--- src/common/tcc_pkg.sv ---
// Shared constants and types of the timer control block
package tcc_pkg;
   localparam int TCC_DATA_W = 32;
   localparam int TCC_ADDR_W = 16;
   localparam int TCC_CNT_W = 16;
   localparam int TCC_IRQ_W = 2;
   localparam int TCC_SYNC_W = 3;
   localparam logic [11:0] TCC_IDX_CTRL = 12'hFCD;
   localparam logic [11:0] TCC_IDX_CNT_LO = 12'hFD0;
   localparam logic [11:0] TCC_IDX_CNT_HI = 12'hFD1;
   localparam logic [11:0] TCC_IDX_OSC = 12'hFD2;
   localparam logic [11:0] TCC_IDX_STAT = 12'hFD3;
   localparam logic [11:0] TCC_IDX_IRQ_ST = 12'hFD4;
   localparam logic [11:0] TCC_IDX_IRQ_MSK = 12'hFD5;
   localparam int TCC_CS_LSB = 6;
   localparam int TCC_PS_LSB = 4;
   localparam int TCC_XEN_BIT = 3;
   localparam int TCC_SYNCB_BIT = 2;
   localparam int TCC_WIDE_BIT = 1;
   localparam int TCC_RUN_BIT = 0;
   localparam int TCC_SCS_LSB = 0;
   localparam int TCC_IDLE_BIT = 7;
   localparam int TCC_ST_RUNNING_BIT = 0;
   localparam int TCC_ST_SECONDARY_RUN_MODE_BIT = 1;
   localparam int TCC_ST_SECONDARY_IDLE_MODE_BIT = 2;
   localparam int TCC_ST_FAILED_BIT = 3;
   localparam int TCC_IRQ_OVF_BIT = 0;
   localparam int TCC_IRQ_FAIL_BIT = 1;
   localparam int TCC_SYNC_PIN = 0;
   localparam int TCC_SYNC_OSC = 1;
   localparam int TCC_SYNC_FAIL = 2;
   localparam logic [7:0] TCC_CTRL_RST = 8'h00;
   localparam logic [1:0] TCC_SCS_RST = 2'h0;
   localparam logic TCC_IDLE_RST = 1'b0;
   localparam logic [1:0] TCC_MASK_RST = 2'h0;
   localparam logic [1:0] TCC_SCS_TIMER_OSC = 2'h1;
   localparam int TCC_INSTR_DIV = 4;
   localparam logic [1:0] TCC_PHASE_LAST = 2'(TCC_INSTR_DIV - 1);
   localparam logic [15:0] TCC_CNT_MAX = 16'hFFFF;
   typedef enum logic [1:0] {SRC_INSTR = 2'h0, SRC_SYS = 2'h1, SRC_EXT = 2'h2} tcc_src_e;
   typedef enum logic [1:0] {PS_DIV1 = 2'h0, PS_DIV2 = 2'h1, PS_DIV4 = 2'h2,
      PS_DIV8 = 2'h3} tcc_ps_e;
   typedef enum logic [2:0] {ST_PRI_RUN = 3'h1, ST_SECONDARY_RUN_MODE = 3'h2,
      ST_SECONDARY_IDLE_MODE = 3'h4} tcc_clk_state_e;
endpackage

--- src/common/tcc_tick_if.sv ---
// Count tick path between the timer control and its prescaler
`timescale 1ns/1ps
interface tcc_tick_if;
   logic src_tick;
   logic [1:0] ps_sel;
   logic clr;
   logic out_tick;
   modport src (output src_tick, output ps_sel, output clr, input out_tick);
   modport pre (input src_tick, input ps_sel, input clr, output out_tick);
endinterface

--- src/hdl/tcc_prescaler.sv ---
// Input prescaler dividing the selected count tick by 1, 2, 4 or 8
`timescale 1ns/1ps
module tcc_prescaler (
   input wire logic core_clk_i,
   input wire logic rst_i,
   tcc_tick_if.pre tk
);
   import tcc_pkg::*;

   logic [2:0] div_cnt;
   logic [2:0] limit;

   always_comb
   begin
      case (tk.ps_sel)
         PS_DIV1: limit = 3'h0;
         PS_DIV2: limit = 3'h1;
         PS_DIV4: limit = 3'h3;
         PS_DIV8: limit = 3'h7;
         default: limit = 3'h0;
      endcase
   end

   // A count left past the limit by a ratio change ends its period at once
   assign tk.out_tick = tk.src_tick && (div_cnt >= limit);

   always_ff @(posedge core_clk_i)
   begin
      if (rst_i || tk.clr)
      begin
         div_cnt <= 3'h0;
      end
      else if (tk.src_tick)
      begin
         div_cnt <= (div_cnt >= limit) ? 3'h0 : div_cnt + 3'h1;
      end
   end
endmodule // tcc_prescaler

--- src/hdl/tcc_timer_ctrl.sv ---
// Timer control: clock source, prescale, 16-bit count, secondary clock modes, APB registers
// Overview of operation
// Source select 10 external or oscillator, 01 system clock, 00 instruction clock.
// Prescale field divides the selected source by 8, 4, 2 or 1.
// With source 10, crystal enable picks oscillator output, otherwise the count pin.
// Crystal driver powered by OR of both timers' crystal enables, ignoring run bits.
// External source: bypass set counts unsynchronised, clear synchronises; ignored when internal.
// Wide mode moves the 16-bit count as one operation; else two bytes.
// Wide mode: low read latches high byte; high write waits for low write.
// Software should avoid system-clock source when capture or compare uses the timer.
// System clock select 01 enters secondary run, clocked from timer oscillator.
// Sleep in secondary run with idle-on-sleep clear enters secondary idle.
// Oscillator-running flag is set exactly while timer oscillator supplies system clock.
// Monitored oscillator failure moves clock elsewhere and the flag shows it.
// Run bit enables counting; clearing it stops and keeps the count.
// Count rolls from FFFF to 0000 latching the overflow flag.
//
// The APB slave port was chosen for this implementation.
`timescale 1ns/1ps
module tcc_timer_ctrl (
   input wire logic core_clk_i,
   input wire logic rst_i,
   input wire logic psel_i,
   input wire logic penable_i,
   input wire logic pwrite_i,
   input wire logic [tcc_pkg::TCC_ADDR_W-1:0] paddr_i,
   input wire logic [tcc_pkg::TCC_DATA_W-1:0] pwdata_i,
   output logic [tcc_pkg::TCC_DATA_W-1:0] prdata_o,
   output logic pready_o,
   output logic pslverr_o,
   input wire logic external_count_input_i,
   input wire logic low_power_oscillator_i,
   input wire logic companion_crystal_enable_i,
   input wire logic sleep_req_i,
   input wire logic wake_i,
   input wire logic fscm_enable_i,
   input wire logic osc_fail_i,
   output logic crystal_driver_en_o,
   output logic secondary_run_mode_o,
   output logic secondary_idle_mode_o,
   output logic secondary_osc_running_o,
   output logic [tcc_pkg::TCC_CNT_W-1:0] count_o,
   output logic overflow_pulse_o,
   output logic irq_o
);
   import tcc_pkg::*;

   tcc_tick_if tk ();

   logic [7:0] ctrl;
   logic [1:0] system_clock_select;
   logic idle_on_sleep;
   logic [TCC_IRQ_W-1:0] irq_st;
   logic [TCC_IRQ_W-1:0] irq_mask;
   logic [TCC_SYNC_W-1:0] sync1;
   logic [TCC_SYNC_W-1:0] sync2;
   logic [1:0] phase;
   logic ext_prev;
   logic ext_pend;
   logic ext_lvl;
   logic ext_rise;
   logic ext_tick;
   logic [15:0] count;
   logic [15:0] next_count;
   logic [15:0] snap_count;
   logic [7:0] hold_hi;
   logic [7:0] wbuf;
   logic cnt_ovf;
   logic fail_latched;
   logic fail_event;
   tcc_clk_state_e state;
   tcc_clk_state_e next_state;
   logic [1:0] cs;
   logic xen;
   logic sync_bypass;
   logic wide_access_mode;
   logic timer_run;
   logic setup;
   logic acc;
   logic wr_en;
   logic rd_en;
   logic aligned;
   logic mapped;
   logic [11:0] idx;
   logic sel_ctrl;
   logic sel_lo;
   logic sel_hi;
   logic sel_osc;
   logic sel_irq;
   logic sel_msk;
   logic cnt_wr;
   logic [TCC_DATA_W-1:0] rd_mux;

   assign cs = ctrl[TCC_CS_LSB +: 2];
   assign xen = ctrl[TCC_XEN_BIT];
   assign sync_bypass = ctrl[TCC_SYNCB_BIT];
   assign wide_access_mode = ctrl[TCC_WIDE_BIT];
   assign timer_run = ctrl[TCC_RUN_BIT];

   // APB slave, no wait states
   assign setup = psel_i && !penable_i;
   assign acc = psel_i && penable_i;
   assign wr_en = acc && pwrite_i;
   assign rd_en = acc && !pwrite_i;
   assign idx = paddr_i[13:2];
   assign aligned = (paddr_i[15:14] == 2'h0) && (paddr_i[1:0] == 2'h0);
   assign sel_ctrl = aligned && (idx == TCC_IDX_CTRL);
   assign sel_lo = aligned && (idx == TCC_IDX_CNT_LO);
   assign sel_hi = aligned && (idx == TCC_IDX_CNT_HI);
   assign sel_osc = aligned && (idx == TCC_IDX_OSC);
   assign sel_irq = aligned && (idx == TCC_IDX_IRQ_ST);
   assign sel_msk = aligned && (idx == TCC_IDX_IRQ_MSK);
   assign mapped = sel_ctrl || sel_lo || sel_hi || sel_osc || sel_irq || sel_msk
      || (aligned && (idx == TCC_IDX_STAT));
   assign pready_o = 1'b1;
   assign pslverr_o = acc && !mapped;
   assign cnt_wr = wr_en && (sel_lo || (sel_hi && !wide_access_mode));

   always_comb
   begin
      rd_mux = '0;
      if (sel_ctrl)
      begin
         rd_mux[7:0] = ctrl;
      end
      else if (sel_lo)
      begin
         rd_mux[7:0] = count[7:0];
      end
      else if (sel_hi)
      begin
         rd_mux[7:0] = wide_access_mode ? hold_hi : count[15:8];
      end
      else if (sel_osc)
      begin
         rd_mux[TCC_IDLE_BIT] = idle_on_sleep;
         rd_mux[TCC_SCS_LSB +: 2] = system_clock_select;
      end
      else if (aligned && (idx == TCC_IDX_STAT))
      begin
         rd_mux[TCC_ST_RUNNING_BIT] = secondary_osc_running_o;
         rd_mux[TCC_ST_SECONDARY_RUN_MODE_BIT] = secondary_run_mode_o;
         rd_mux[TCC_ST_SECONDARY_IDLE_MODE_BIT] = secondary_idle_mode_o;
         rd_mux[TCC_ST_FAILED_BIT] = fail_latched;
      end
      else if (sel_irq)
      begin
         rd_mux[TCC_IRQ_W-1:0] = irq_st;
      end
      else if (sel_msk)
      begin
         rd_mux[TCC_IRQ_W-1:0] = irq_mask;
      end
   end

   // Read data and count snapshot are taken in the setup cycle
   always_ff @(posedge core_clk_i)
   begin
      if (rst_i)
      begin
         prdata_o <= '0;
         snap_count <= 16'h0000;
      end
      else if (setup)
      begin
         prdata_o <= rd_mux;
         snap_count <= count;
      end
   end

   always_ff @(posedge core_clk_i)
   begin
      if (rst_i)
      begin
         ctrl <= TCC_CTRL_RST;
         system_clock_select <= TCC_SCS_RST;
         idle_on_sleep <= TCC_IDLE_RST;
         irq_mask <= TCC_MASK_RST;
      end
      else if (wr_en)
      begin
         if (sel_ctrl)
         begin
            ctrl <= pwdata_i[7:0];
         end
         if (sel_osc)
         begin
            system_clock_select <= pwdata_i[TCC_SCS_LSB +: 2];
            idle_on_sleep <= pwdata_i[TCC_IDLE_BIT];
         end
         if (sel_msk)
         begin
            irq_mask <= pwdata_i[TCC_IRQ_W-1:0];
         end
      end
   end

   // Wide mode byte buffers keep the two halves of a 16-bit access coherent
   always_ff @(posedge core_clk_i)
   begin
      if (rst_i)
      begin
         hold_hi <= 8'h00;
         wbuf <= 8'h00;
      end
      else
      begin
         if (rd_en && sel_lo && wide_access_mode)
         begin
            hold_hi <= snap_count[15:8];
         end
         if (wr_en && sel_hi && wide_access_mode)
         begin
            wbuf <= pwdata_i[7:0];
         end
      end
   end

   // Async pins and the fail indication pass two flip-flops first
   always_ff @(posedge core_clk_i)
   begin
      if (rst_i)
      begin
         sync1 <= '0;
         sync2 <= '0;
      end
      else
      begin
         sync1 <= {osc_fail_i, low_power_oscillator_i, external_count_input_i};
         sync2 <= sync1;
      end
   end

   // Bypass still sees the two-stage synchroniser; sync mode further aligns to instruction phase
   assign ext_lvl = xen ? sync2[TCC_SYNC_OSC] : sync2[TCC_SYNC_PIN];
   assign ext_rise = ext_lvl && !ext_prev;
   assign ext_tick = sync_bypass ? ext_rise : ((ext_rise || ext_pend) && phase == 2'h0);

   always_ff @(posedge core_clk_i)
   begin
      if (rst_i)
      begin
         phase <= 2'h0;
         ext_prev <= 1'b0;
         ext_pend <= 1'b0;
      end
      else
      begin
         phase <= (phase == TCC_PHASE_LAST) ? 2'h0 : phase + 2'h1;
         ext_prev <= ext_lvl;
         if (phase == 2'h0)
         begin
            ext_pend <= 1'b0;
         end
         else if (ext_rise)
         begin
            ext_pend <= 1'b1;
         end
      end
   end

   // Unused code 11 counts like the instruction clock
   always_comb
   begin
      case (cs)
         SRC_SYS: tk.src_tick = 1'b1;
         SRC_EXT: tk.src_tick = ext_tick;
         default: tk.src_tick = (phase == 2'h0);
      endcase
   end
   assign tk.ps_sel = ctrl[TCC_PS_LSB +: 2];
   assign tk.clr = cnt_wr;

   tcc_prescaler u_prescaler (
      .core_clk_i(core_clk_i),
      .rst_i(rst_i),
      .tk(tk)
   );

   // A register write wins over a coinciding tick
   always_comb
   begin
      next_count = count;
      cnt_ovf = 1'b0;
      if (tk.out_tick && timer_run)
      begin
         next_count = count + 16'h0001;
         cnt_ovf = (count == TCC_CNT_MAX);
      end
      if (wr_en && sel_lo)
      begin
         next_count = wide_access_mode ? {wbuf, pwdata_i[7:0]} : {count[15:8], pwdata_i[7:0]};
         cnt_ovf = 1'b0;
      end
      else if (wr_en && sel_hi && !wide_access_mode)
      begin
         next_count = {pwdata_i[7:0], count[7:0]};
         cnt_ovf = 1'b0;
      end
   end

   always_ff @(posedge core_clk_i)
   begin
      if (rst_i)
      begin
         count <= 16'h0000;
         overflow_pulse_o <= 1'b0;
      end
      else
      begin
         count <= next_count;
         overflow_pulse_o <= cnt_ovf;
      end
   end
   assign count_o = count;

   always_ff @(posedge core_clk_i)
   begin
      if (rst_i)
      begin
         crystal_driver_en_o <= 1'b0;
      end
      else
      begin
         crystal_driver_en_o <= xen || companion_crystal_enable_i;
      end
   end

   // Secondary clock modes
   assign fail_event = fscm_enable_i && sync2[TCC_SYNC_FAIL] && (state != ST_PRI_RUN);

   always_comb
   begin
      next_state = state;
      case (state)
         ST_PRI_RUN:
         begin
            if (system_clock_select == TCC_SCS_TIMER_OSC && !fail_latched)
            begin
               next_state = ST_SECONDARY_RUN_MODE;
            end
         end
         ST_SECONDARY_RUN_MODE:
         begin
            if (fail_event || system_clock_select != TCC_SCS_TIMER_OSC)
            begin
               next_state = ST_PRI_RUN;
            end
            else if (sleep_req_i && !idle_on_sleep)
            begin
               next_state = ST_SECONDARY_IDLE_MODE;
            end
         end
         ST_SECONDARY_IDLE_MODE:
         begin
            if (fail_event)
            begin
               next_state = ST_PRI_RUN;
            end
            else if (wake_i)
            begin
               next_state = ST_SECONDARY_RUN_MODE;
            end
         end
         default: next_state = ST_PRI_RUN;
      endcase
   end

   // Once failed, the oscillator is not reselected until software rewrites the select
   always_ff @(posedge core_clk_i)
   begin
      if (rst_i)
      begin
         state <= ST_PRI_RUN;
         fail_latched <= 1'b0;
      end
      else
      begin
         state <= next_state;
         if (fail_event)
         begin
            fail_latched <= 1'b1;
         end
         else if (wr_en && sel_osc)
         begin
            fail_latched <= 1'b0;
         end
      end
   end
   assign secondary_run_mode_o = (state == ST_SECONDARY_RUN_MODE);
   assign secondary_idle_mode_o = (state == ST_SECONDARY_IDLE_MODE);
   assign secondary_osc_running_o = (state != ST_PRI_RUN);

   // Read clears only the bits reported; a new event wins
   always_ff @(posedge core_clk_i)
   begin
      if (rst_i)
      begin
         irq_st <= '0;
         irq_o <= 1'b0;
      end
      else
      begin
         irq_st <= (irq_st & ~((rd_en && sel_irq) ? prdata_o[TCC_IRQ_W-1:0] : 2'h0))
            | {fail_event, cnt_ovf};
         irq_o <= |(irq_st & irq_mask);
      end
   end
endmodule // tcc_timer_ctrl

--- config.mk ---
export PLATFORM = sky130hd
export DESIGN_NAME = tcc_timer_ctrl
export DESIGN_NICKNAME = d
export VERILOG_FILES = /design/src/common/tcc_pkg.sv /design/src/common/tcc_tick_if.sv /design/src/hdl/tcc_prescaler.sv /design/src/hdl/tcc_timer_ctrl.sv
export SDC_FILE = /design/constraint.sdc
export NUM_CORES = 1
export LEC_CHECK = 0
export BUFFER_PORTS_ARGS = -buffer_cell sky130_fd_sc_hd__buf_2
export CAP_MARGIN = 25
export CORE_MARGIN = 5
export CORE_UTILIZATION = 54
export DETAILED_ROUTE_END_ITERATION = 10
export MAX_ROUTING_LAYER = met4
export PLACE_DENSITY = 0.87
export REMOVE_ABC_BUFFERS = 1
export SKIP_CTS_REPAIR_TIMING = 1
export SKIP_LAST_GASP = 1
export SYNTH_ARGS = -nofsm -noshare
export SYNTH_HDL_FRONTEND = slang
export SYNTH_HIERARCHICAL = 1
export SYNTH_SLANG_ARGS = --single-unit
--- constraint.sdc ---
create_clock -name core_clk_i -period 2.85 [get_ports core_clk_i]
set_input_delay 0.4275 -clock core_clk_i [delete_from_list [all_inputs] [get_ports core_clk_i]]
set_output_delay 0.4275 -clock core_clk_i [all_outputs]
set_load 0.01 [all_outputs]
==> flow_metrics.env <==
export IMPL_run_status="complete, no violations"
export IMPL_worst_endpoint_required_ns=3.12
export IMPL_place_port_buffers=66
export IMPL_cts_root_buf="sky130_fd_sc_hd__clkbuf_8"
export IMPL_first_global_vias=4328
export IMPL_dpl_cell_count=734
export IMPL_slew_headroom_pct=51.1
export IMPL_final_util_pct=62.1
export IMPL_synth_top_cell_area_share_pct=35.4
export IMPL_worst_slew_pin_transition_ns=0.733
export IMPL_cap_violations=0
export IMPL_gp_routability_congestion=1.04
export IMPL_ant_nets=0
export IMPL_fp_dieArea_um2=10600
export IMPL_report_final_setup_viol=0
export IMPL_synth_seq_cells=83
export IMPL_synth_seq_area_share_pct=35.4
export IMPL_rows=34
export IMPL_area_growth_synth_to_final_pct=13.8
export IMPL_placement_cell_area_um2=5130
export IMPL_number_of_antenna_violations_at_the_first_check_in_global_routing=0
export IMPL_global_route_wire_length_before_repair_um=21700
export IMPL_post_drt_wl_per_cell_um=18.4
export IMPL_effective_utilization_at_floorplan_pct=54.6
export IMPL_cpMaxStageDelayCell="sky130_fd_sc_hd__dfxtp_1"
export IMPL_min_period_ns=2.60
export IMPL_detailedPlacementHpwl_um=10400
export IMPL_synth_cell_area_um2=4690
export IMPL_synthesis_instances=572
export IMPL_final_common_cell="sky130_fd_sc_hd__dfxtp_1"
export IMPL_detailroute_via_count=4753
export IMPL_max_freq_mhz=385
export IMPL_grt_start_max_net_pins=38
export IMPL_placement_setup_worst_slack_ns=0.0833
export IMPL_detail_route_iter0_violations=540
export IMPL_primary_flip_flop_cell_chosen_by_synthesis_mapping="sky130_fd_sc_hd__dfxtp_1"
export IMPL_timing_critical_path_slowest_cell_delay_ns=0.38
export IMPL_crit_path_start_kind="register"
export IMPL_rrSetupSlack_ns=0.25
export IMPL_r2r_cells=9
export IMPL_grt_overflow_total=0
export IMPL_yosys_area_top_type="sky130_fd_sc_hd__dfxtp_1"
export IMPL_core_area_um2=8590
export IMPL_timing_worst_setup_path_type="reg2reg"
export IMPL_drive_gt1_share_pct=19.2
export IMPL_synth_top_cells_by_area="sky130_fd_sc_hd__dfxtp_1, sky130_fd_sc_hd__mux2i_1, sky130_fd_sc_hd__a21oi_1"
export IMPL_startpoint="ctrl[5]$_SDFFE_PP0P_"
export IMPL_insertion_delay_of_the_later_clocked_pin_in_the_worst_skew_pair_ns=0.36
export IMPL_antenna_cells=0
export IMPL_die_h_um=103
export IMPL_clock_sink_count=83
export IMPL_avgSynthCellArea_um2=8.20
export IMPL_synth_yosys_warnings=6
export IMPL_static_leakage_power_nw=2.10
export IMPL_synth_edff_count=0
export IMPL_cts_path_max_buffers=2
export IMPL_r2r_start="ctrl[5]$_SDFFE_PP0P_"
export IMPL_wirelength_um=13800
export IMPL_clock_tree_htree_level_count=3
export IMPL_groute_usage_overall_pct=26.9
export IMPL_synth_lib_cells_used_distinct=64
export IMPL_timing_critical_path_cells="or2_2 > ha_1 > nor2b_2 > o21ai_1 > and2_1 > and2_1 > a21oi_1 > nor2_1 > a221oi_1"
export IMPL_fp_dieW_um=103
export IMPL_cts_buffers_inserted=9
export IMPL_clkSlewWorstSetupHoldPaths_ns=0.09
export IMPL_critical_path_endpoint="count_o[6]$_SDFFE_PP0P_"
export IMPL_timing_critical_path_fanout_max=5
export IMPL_mostFrequentLayoutCells="sky130_fd_sc_hd__dfxtp_1, sky130_fd_sc_hd__buf_2, sky130_fd_sc_hd__nor2_1"
export IMPL_skew_ns=0.00972
export IMPL_final_hold_viol_count=0
export IMPL_fin_crit_sh_pct=91.1
export IMPL_totalNegativeSetupSlack_ns=0
export IMPL_design_power_total_mw=2.45
export IMPL_worst_r2r_endpoint="count_o[6]$_SDFFE_PP0P_"
export IMPL_fin_nets=706
export IMPL_dr_pass1_iters=5
export IMPL_hold_path_class="in2reg"
export IMPL_slew_violations=0
export IMPL_stdcell_count=750
export IMPL_powerDensity_nw_per_um2=460
export IMPL_max_vdd_ir_drop_v=0.000281
export IMPL_viasPerCell=6.34
export IMPL_worst_path_most_repeated_cell="sky130_fd_sc_hd__and2_1"
export IMPL_cts_tree="yes"
export IMPL_number_of_top_level_pins=116
export IMPL_setup_ws_ns=0.253
export IMPL_min_delay_path_depth=2
export IMPL_ys_async_sr_fraction_pct=0
export IMPL_hold_worst_slack_ns=0.271
export IMPL_detail_route_drc_violations=0
export IMPL_final_area_um2=5340
export IMPL_crit_path_end_kind="register"
export IMPL_crit_arrival_ns=2.87
export IMPL_unrepaired_setup_endpoints_after_global_routing="no"
## layer usage
layer  up-vias  GRT usage (%)  part of all wire [%]
li1       2179              -                     -
met1      2234           34.0                    39
met2       286           41.3                    47
met3        54           5.90                    10
met4         0           12.2                   3.8
met5         -              -                     0
## synthesized netlist by cell type, types with 9 or more instances
cell type / n
sky130_fd_sc_hd__a211oi_1: 16
sky130_fd_sc_hd__and3_1: 12
sky130_fd_sc_hd__nand2_1: 42
sky130_fd_sc_hd__nor2b_1: 10
sky130_fd_sc_hd__nand3_1: 19
sky130_fd_sc_hd__and3b_1: 9
sky130_fd_sc_hd__inv_1: 19
sky130_fd_sc_hd__ha_1: 9
sky130_fd_sc_hd__nor2_1: 59
sky130_fd_sc_hd__a21oi_1: 47
sky130_fd_sc_hd__o21ai_0: 13
sky130_fd_sc_hd__dfxtp_1: 83
sky130_fd_sc_hd__mux2i_1: 32
sky130_fd_sc_hd__buf_4: 25
sky130_fd_sc_hd__nor4_1: 17
sky130_fd_sc_hd__o211ai_1: 9
sky130_fd_sc_hd__nor3_1: 13
sky130_fd_sc_hd__clkbuf_1: 24
## critical path, delay by kind of cell, from the launching register on
family	cells	cell delay (ns)
AND/OR/NAND/NOR	5	1.09
AO/OA/AOI/OAI	3	0.74
flip-flops	1	0.38
adder cells (fa/ha/maj)	1	0.29
## power breakdown
group / switching (mW) / total, mW / internal [mW]
Clock: 0.454 / 0.890 / 0.436
Sequential: 0.0261 / 1.22 / 1.19
Combinational: 0.217 / 0.343 / 0.127
Total: 0.696 / 2.45 / 1.76
## final cells by class
cell class	count	area, µm²
Clock buffer	10	138
Tap cell	108	135
Timing Repair Buffer	88	533
Fill cell	758	3260
Clock inverter	6	72.6
Inverter	20	75.1
Multi-Input combinational cell	435	2720
Sequential cell	83	1660
## worst min path at each step
stage                               start                             end  slack [ns]
5_1_grt            external_count_input_i             sync1[0]$_SDFF_PP0_        0.28
2_1_floorplan         sync1[0]$_SDFF_PP0_             sync2[0]$_SDFF_PP0_        0.41
4_1_cts        companion_crystal_enable_i  crystal_driver_en_o$_SDFF_PP0_        0.27
3_3_place_gp          sync1[1]$_SDFF_PP0_             sync2[1]$_SDFF_PP0_        0.42
3_5_place_dp          sync1[0]$_SDFF_PP0_             sync2[0]$_SDFF_PP0_        0.43
6_report           low_power_oscillator_i             sync1[1]$_SDFF_PP0_        0.27
## state kept, by name, indices dropped and copies added (netlist names), 8 cells and up
signal      count
prdata_o        8
ctrl            8
snap_count      8
count_o        16
wbuf            8
hold_hi         8
## cell families (layout without fill, tap and decap cells)
family / count (synthesis) / after routing / share of synthesized area, %
flip-flops: 83 / 83 / 35.4
other: 2 / 25 / 0.160
AND/OR/NAND/NOR: 231 / 231 / 26.0
multiplexers: 34 / 34 / 7.31
buffers and inverters: 77 / 124 / 8.59
adder cells (fa/ha/maj): 9 / 9 / 2.40
XOR/XNOR: 2 / 2 / 0.374
AO/OA/AOI/OAI: 134 / 134 / 19.7
(Power assumes the default switching activity.)
